File: src/cbo_cfg.svh
// Register offsets, field positions and reset values of the command and bus owner registers.
`ifndef CBO_CFG_SVH
`define CBO_CFG_SVH
`define CBO_ADDR_W           7
`define CBO_OFS_CMD          7'h00
`define CBO_OFS_BAC          7'h01
`define CBO_CMD_STANDBY_BIT  7
`define CBO_CMD_RFOFF_BIT    6
`define CBO_CMD_CODE_MSB     4
`define CBO_BAC_UNLOCK_BIT   7
`define CBO_BAC_HOST_BIT     6
`define CBO_BAC_SAM_BIT      5
`define CBO_BAC_LINK_MSB     3
`define CBO_BAC_LINK_LSB     2
`define CBO_CMD_RESET        8'h00
`define CBO_BAC_RESET        8'h00
`define CBO_CODE_IDLE        5'h00
`endif

File: src/cbo_pkg.sv
// Types shared by the command and bus owner register block.
package cbo_pkg;
	typedef enum logic [1:0] {
		CBO_LINK_OFF  = 2'h0,
		CBO_LINK_SPI  = 2'h1,
		CBO_LINK_I2CL = 2'h2,
		CBO_LINK_I2C  = 2'h3
	} cbo_link_t;
	typedef enum {
		CBO_IDLE,
		CBO_BUSY
	} cbo_seq_t;
endpackage

File: src/cbo_regs.sv
// Command register and bus access control register with command sequencer handshake.
`timescale 1ns/1ps
`include "cbo_cfg.svh"
// Contract
// Standby bit powers down whole chip.
// Bit 6 powers down receiver and transmitter.
// Low five bits are command code.
// Sequencer clears command field when finished.
// Unlock bit permits next access change.
// Next write clears the unlock bit.
// Bit 6 grants bus to host.
// Bit 5 grants bus to secure module.
// Both owner bits never set together.
// Owner bits set only after unlock.
// Bits 3..2 select secure module link.
// Host preserves reserved bits by read-modify-write.
// Both-owner write keeps old owners, consumes unlock.
module cbo_regs
(
	// Clock and reset.
	input  wire logic                     clk,
	input  wire logic                     rst,
	// Host register port.
	input  wire logic                     reg_wr,
	input  wire logic                     reg_rd,
	input  wire logic [`CBO_ADDR_W-1:0]   reg_addr,
	input  wire logic [7:0]               reg_wdata,
	output logic      [7:0]               reg_rdata,
	// Command sequencer.
	output logic                          cmd_start,
	output logic      [4:0]               cmd_code,
	input  wire logic                     cmd_done,
	// Power and bus control.
	output logic                          chip_power_down,
	output logic                          rf_frontend_power_off,
	output logic                          owner_is_main_controller,
	output logic                          owner_is_secure_module,
	output cbo_pkg::cbo_link_t            secure_module_link_select
);
	logic [7:0]        cmd_q;
	logic              unlock_q;
	logic              host_q;
	logic              sam_q;
	logic [1:0]        link_q;
	logic              start_q;
	logic [7:0]        rdata_q;
	cbo_pkg::cbo_seq_t seq_q;
	logic              wr_cmd;
	logic              wr_bac;
	logic              rd_any;

	assign wr_cmd = reg_wr && (reg_addr == `CBO_OFS_CMD);
	assign wr_bac = reg_wr && (reg_addr == `CBO_OFS_BAC);
	assign rd_any = reg_rd;

	// Tells whether a command code asks the sequencer to run.
	function automatic logic code_is_live(input logic [4:0] code);
		return code != `CBO_CODE_IDLE;
	endfunction

	// Command register; a finished command returns the field to idle.
	always_ff @(posedge clk)
	begin
		if (rst)
			cmd_q <= `CBO_CMD_RESET;
		else if (wr_cmd)
			cmd_q <= {reg_wdata[7:6], 1'b0, reg_wdata[`CBO_CMD_CODE_MSB:0]};
		else if (cmd_done && seq_q == cbo_pkg::CBO_BUSY)
			cmd_q[`CBO_CMD_CODE_MSB:0] <= `CBO_CODE_IDLE;
	end

	// Sequencer handshake: a non-idle code launches one start pulse.
	always_ff @(posedge clk)
	begin
		if (rst)
		begin
			seq_q   <= cbo_pkg::CBO_IDLE;
			start_q <= 1'b0;
		end
		else
		begin
			start_q <= wr_cmd && code_is_live(reg_wdata[`CBO_CMD_CODE_MSB:0]);
			case (seq_q)
				cbo_pkg::CBO_IDLE:
					if (wr_cmd && code_is_live(reg_wdata[`CBO_CMD_CODE_MSB:0]))
						seq_q <= cbo_pkg::CBO_BUSY;
				cbo_pkg::CBO_BUSY:
					// A new live command replaces the running one and stays busy.
					if (wr_cmd && code_is_live(reg_wdata[`CBO_CMD_CODE_MSB:0]))
						seq_q <= cbo_pkg::CBO_BUSY;
					else if (cmd_done || wr_cmd)
						seq_q <= cbo_pkg::CBO_IDLE;
				default:
					seq_q <= cbo_pkg::CBO_IDLE;
			endcase
		end
	end

	// Bus access control; the unlock is one-shot.
	always_ff @(posedge clk)
	begin
		if (rst)
		begin
			unlock_q <= 1'(`CBO_BAC_RESET >> `CBO_BAC_UNLOCK_BIT);
			host_q   <= 1'b0;
			sam_q    <= 1'b0;
			link_q   <= 2'h0;
		end
		else if (wr_bac)
		begin
			if (unlock_q)
			begin
				unlock_q <= 1'b0;
				link_q   <= reg_wdata[`CBO_BAC_LINK_MSB:`CBO_BAC_LINK_LSB];
				if (!(reg_wdata[`CBO_BAC_HOST_BIT] && reg_wdata[`CBO_BAC_SAM_BIT]))
				begin
					host_q <= reg_wdata[`CBO_BAC_HOST_BIT];
					sam_q  <= reg_wdata[`CBO_BAC_SAM_BIT];
				end
			end
			else
			begin
				unlock_q <= reg_wdata[`CBO_BAC_UNLOCK_BIT];
				// Without unlock owners may only be dropped, never raised.
				host_q   <= host_q & reg_wdata[`CBO_BAC_HOST_BIT];
				sam_q    <= sam_q & reg_wdata[`CBO_BAC_SAM_BIT];
				link_q   <= reg_wdata[`CBO_BAC_LINK_MSB:`CBO_BAC_LINK_LSB];
			end
		end
	end

	// Read data register.
	always_ff @(posedge clk)
	begin
		if (rst)
			rdata_q <= 8'h00;
		else if (rd_any)
			case (reg_addr)
				`CBO_OFS_CMD: rdata_q <= cmd_q;
				`CBO_OFS_BAC: rdata_q <= {unlock_q, host_q, sam_q, 1'b0, link_q, 2'b00};
				default:      rdata_q <= 8'h00;
			endcase
	end

	assign reg_rdata                 = rdata_q;
	assign cmd_start                 = start_q;
	assign cmd_code                  = cmd_q[`CBO_CMD_CODE_MSB:0];
	assign chip_power_down           = cmd_q[`CBO_CMD_STANDBY_BIT];
	assign rf_frontend_power_off     = cmd_q[`CBO_CMD_RFOFF_BIT];
	assign owner_is_main_controller  = host_q;
	assign owner_is_secure_module    = sam_q;
	assign secure_module_link_select = cbo_pkg::cbo_link_t'(link_q);
endmodule

File: config.mk
export PLATFORM = sky130hd
export DESIGN_NAME = cbo_regs
export DESIGN_NICKNAME = d
export VERILOG_FILES = /design/src/cbo_pkg.sv /design/src/cbo_regs.sv
export VERILOG_INCLUDE_DIRS = /design/src /design/src/src
export SDC_FILE = /design/constraint.sdc
export NUM_CORES = 1
export LEC_CHECK = 0
export BUFFER_PORTS_ARGS = -buffer_cell sky130_fd_sc_hd__buf_2
export CAP_MARGIN = 20
export CORE_MARGIN = 3
export CORE_UTILIZATION = 49
export CTS_BUF_LIST = sky130_fd_sc_hd__clkbuf_4 sky130_fd_sc_hd__clkbuf_8
export DETAILED_ROUTE_END_ITERATION = 7
export GPL_TIMING_DRIVEN = 0
export PLACE_DENSITY = 0.84
export SLEW_MARGIN = 15
export SYNTH_ARGS = -nofsm -noshare
export SYNTH_HDL_FRONTEND = slang
export SYNTH_SLANG_ARGS = --single-unit
export TNS_END_PERCENT = 1
File: constraint.sdc
create_clock -name clk -period 2 [get_ports clk]
set_input_delay 0.4 -clock clk [delete_from_list [all_inputs] [get_ports clk]]
set_output_delay 0.4 -clock clk [all_outputs]
set_load 0.02 [all_outputs]
* Word-level counts from Yosys, hierarchy flattened
Index checks and enable logic that the tools add are counted.
** Storage, ports and cells
- Register bits after elaboration :: 53
- Bits in latches :: 0
- RAM bits :: 0
- ROM bits :: 0
- Input port bits :: 20
- Output and inout bits :: 20
- Memories :: 0
** Cells by class
- Add/sub/neg operators :: 0
- $mul :: 0
- Divide/modulo/power cells :: 0
- Order comparisons :: 0
- Eq/ne operators :: 6
- Shifts and indexed selects :: 0
- Mux-type cells :: 12
- Bitwise logic cells :: 2
- Reduce and logical (&&, ||, !) cells :: 12
** Operators with widths (count)
- $mux 32 :: 3
- $pmux 32 s2 :: 1
- $eq 32x1->1 const B :: 1
- $eq 32x2->1 const B :: 1
- $logic_not 32->1 :: 1
- $pmux 8 s2 :: 1
- $mux 5 :: 2
- $eq 7x1->1 const B :: 1
- $logic_not 7->1 :: 1
- $logic_and 1x1->1 :: 5
- $mux 1 :: 5
- $reduce_bool 5->1 :: 1
- $ne 2x2->1 const B :: 2
- $reduce_and 2->1 :: 2
- $ne 3x3->1 const B :: 1
- $and 1x1->1 :: 2
- $reduce_bool 2->1 :: 1
- $logic_or 1x1->1 :: 1

* Longest topological paths before layout
- Depth in word-level cells :: 6
- Mapped depth :: 5

* Worst setup path before layout
OpenSTA, ideal clock, no wires.
- Path kind :: input port to flip-flop
- From :: input reg_addr[0]
- To :: register seq_q[0]
- Library setup time :: 70 ps
- Arrival time :: 1501 ps
- Slack :: 429 ps
- Stages :: 5
- Cell sequence :: buf_6 or4b_1 clkbuf_2 a211o_1 a21oi_1
** Between the ends
- Cells in the longest elaborated chain, start to end :: 5
- Elaborated cells between the ends (all ways) :: 9
** RTL lines
- start, declared :: line cbo_regs.sv:26 : input wire logic [`CBO_ADDR_W-1:0] reg_addr,
- $logic_not 7->1 *
- $logic_and 1x1->1 * :: line cbo_regs.sv:52 : assign wr_cmd = reg_wr && (reg_addr == `CBO_OFS_CMD);
- $logic_and 1x1->1 / $logic_or 1x1->1 (equally long branches) :: line cbo_regs.sv:85, cbo_regs.sv:89, cbo_regs.sv:91
- $mux 32, or another cell as far along :: line cbo_regs.sv:89 : if (wr_cmd && code_is_live(reg_wdata[`CBO_CMD_CODE_MSB:0]))
- $pmux 32 s2 / $reduce_and 2->1 (equally long branches)
- end signal, assigned :: line cbo_regs.sv:86 : seq_q <= cbo_pkg::CBO_BUSY;
- end signal, assigned :: line cbo_regs.sv:90 : seq_q <= cbo_pkg::CBO_BUSY;
- end signal, assigned :: line cbo_regs.sv:92 : seq_q <= cbo_pkg::CBO_IDLE;
- end, declared :: line cbo_regs.sv:47 : cbo_pkg::cbo_seq_t seq_q;
Every way passes the cells marked *; elsewhere a longest branch is shown, timed or not.
A chain may end at the register's enable or synchronous reset.

* Final worst setup path
- From :: input reg_addr[1]
- To :: register rdata_q[4] (netlist: reg_rdata[4])
** Between the ends
- Cells in the longest elaborated chain, start to end :: 2
- Elaborated cells between the ends (all ways) :: 3
** RTL lines
- $eq 7x1->1 / $logic_not 7->1 (equally long branches) :: line cbo_regs.sv:138 : case (reg_addr)
- $pmux 8 s2 * :: line cbo_regs.sv:138
- end signal, assigned :: line cbo_regs.sv:139 : `CBO_OFS_CMD: rdata_q <= cmd_q;
- end signal, assigned :: line cbo_regs.sv:140 : `CBO_OFS_BAC: rdata_q <= {unlock_q, host_q, sam_q, 1'b0, link_q, 2'b00};
- end, declared :: line cbo_regs.sv:46 : logic [7:0] rdata_q;
Marks and branches as above.

==> metrics.md <==
| Metric | Value |
|---|---|
| Outcome | complete, no violations |
| Num CTS Buffers | 3 |
| Post-CTS Setup Inserts | 0 |
| Vias per cell | 5.89 |
| Critical path buffers and inverters | 2 |
| Sw Pwr | 0.189 mW |
| Initial core utilization | 55.0% |
| Setup TNS | 0 ns |
| Final hold vios | 0 |
| Layout cells sized above 1 | 31.0% |
| Largest net degree at the start of global routing | 14 |
| Post-synthesis cell area | 1010 sq um |
| Max-slew headroom | 53.8% |
| First DRT Iteration DRCs | 34 |
| Crit-path max cell delay | 0.62 ns |
| Kind of critical path | primary input to flop |
| Synth top cells by count | dfxtp_1 (22), a21oi_1 (19), nand4_1 (14) |
| CTS tree | built |
| Critical Path Fanout Max | 10 |
| H-Tree Depth | 1 |
| CTS clk-pin slew, worst paths | 0.12 ns |
| Clock Tree Buf Depth | 2 |
| # diodes | 0 |
| Boundary pin count | 40 |
| First-pass GRT wire length | 4700 microns |
| CP top delay family | simple AND/OR/NAND/NOR gates |
| Max cap viols | 0 |
| Number of core rows | 15 |
| Pint | 0.668 mW |
| Clk network pwr share | 40.6% |
| Critical Path RT | 2.25 ns |
| Cts hold-fix bufs | 0 |
| Drt drc | 0 |
| Register share of total power | 51.3% |
| Main flop type after synthesis | dfxtp_1 |
| Hold Crit Class | primary input to flop |
| Gpl congestion | 0.833 |
| Setup ws final | 0.391 ns |
| Initial antenna violation count | 0 |
| Worst vdd ir | 0.000436 V |
| Layout Cells excl Fill | 183 |
| Area Overhead vs Synth | 27.1% |
| Seq cells post-synth | 22 |
| Synth area leader | dfxtp_1 |
| Final Cell Area | 1290 sq um |
| Yosys cell types | 26 |
| Switching Fraction | 22.0% |
| Core Region | 1840 sq um |
| Layout Nets | 179 |
| Die X-Extent | 51.5 microns |
| Post-CTS sizing | 0 |
| DRT Wirelength | 2750 microns |
| Post-synth EDFFs | 0 |
| Die height | 51.5 microns |
| Design Power | 0.856 mW |
| Worst-Skew Late Latency | 0.32 ns |
| Detailed placer's ending HPWL | 1970 microns |
| Gr usage total | 23.4% |
| Post-synth ARST share | 0% |
| Port bufs | 37 |
| DP Area | 1230 sq um |
| DR pass1 iterations | 4 |
| Die area | 2650 sq um |
| Synth top area share | 43.5% |
| CP cell instances | buf_2, nor4_1, clkbuf_1, nand4_1, a21oi_1 |
| Peak Freq | 0.621 GHz |
| CP Capture Type | flop |
| Critical path data arrival time | 1.85 ns |
| Drt wl/cell | 15.0 microns |
| Worst-Margin Slew | 0.686 ns |
| Syn_nets | 136 |
| Type of origin of the critical path | primary input |
| Critical path's slowest cell | nor4_1 |
| Syn Area/Cell | 8.73 sq um |
| Ys Warns | 0 |
| Vias | 1,078 |
| Final worst-path cycle share | 80.5% |
| Cell with the most instances after synthesis | dfxtp_1 |
| Top cells by area, synth | dfxtp_1 (44%), a21oi_1 (9.4%), nand4_1 (8.7%) |
| Fin. max-slew vios | 0 |
| Pre-CTS setup slack | 0.110 ns |
| Seq/Total Area, Yosys | 43.5% |
| Syn Inst Count | 116 |
| Logic gate share of total power | 8.1% |
| Total gr overflow | 0 |
| Static Leakage | 0.520 nW |
| CTS root buffer | clkbuf_4 |
| Placed Instances | 178 |
| Setup-failing EPs final | 0 |
| Period minus WS final | 1.61 ns |
| RSZ-0062 raised after global routing | false |
| ANT nets after route | 0 |
| Vias in the first global route | 1,076 |
| Clock sink count | 22 |
| Worst Skew | 0.00584 ns |
| PD cells | 666 nW/um^2 |
==> logic make-up after synthesis <==
family | synth area share (%)
compound gates | 22.9
buf+inv | 5.44
flops | 43.5
mux | 4.45
simple gates | 23.7
==> metrics by stage <==
| stage | util (%) | hold slack, ns |
|---|---|---|
| after CTS | 69.7 | 0.285 |
| after global routing | 69.9 | 0.306 |
| after global placement | 66.8 | 0.451 |
| final | 69.9 | 0.290 |
| after floorplan | - | 0.472 |
| after detailed placement | 66.8 | 0.457 |
==> cell type report <==
cell class                      count  area, sq um
Tap cell                           25         31.3
Sequential cell                    22          440
Clock inverter                      1         30.0
Buffer                             10         47.5
Clock buffer                        3         22.5
Fill cell                         168          553
Inverter                            2         7.51
Timing Repair Buffer               38          190
Multi-Input combinational cell     82          517
==> state kept, by name (all words and copies together), names as in the netlist <==
register                   count
cmd_q                          7
cmd_start                      1
owner_is_main_controller       1
owner_is_secure_module         1
reg_rdata                      8
secure_module_link_select      2
seq_q                          1
unlock_q                       1
==> power groups by stage <==
stage | Sequential, mW | Clock [mW] | Combinational [mW]
floorplan | 0.449 | 0 | 0.0324
global placement | 0.449 | 0 | 0.0649
detailed placement | 0.449 | 0 | 0.0665
CTS | 0.439 | 0.348 | 0.0668
global route | 0.439 | 0.357 | 0.0755
finish | 0.439 | 0.348 | 0.0691
==> layer usage <==
metal / part of all wire, % / GRT usage (%)
met1: 39 / 28.3
met2: 49 / 39.2
met3: 9.4 / 4.37
met4: 2.3 / 11.8
met5: 0 / 0
==> final timing paths <==
path	depth (start not counted)	from	slack (ns)	end
worst max register to register	2	unlock_q	1.00	owner_is_main_controller
worst max-delay path	5	reg_addr[1]	0.39	reg_rdata[4]
worst min register to register	2	reg_rdata[0]	0.47	reg_rdata[0]
worst min-delay path	2	rst	0.29	owner_is_secure_module
==> layout by cell type (no fill, tap or decap), types with 3 or more instances in the layout <==
master    count
nand4_1      14
dfxtp_1      22
buf_2        38
nor2_1        3
a21boi_0      5
o21ai_0      11
a21oi_1      19
nand2b_1      8
clkbuf_1      7
clkbuf_4      3
mux2_2        4
nand3_1       3
(Power assumes the default switching activity.)
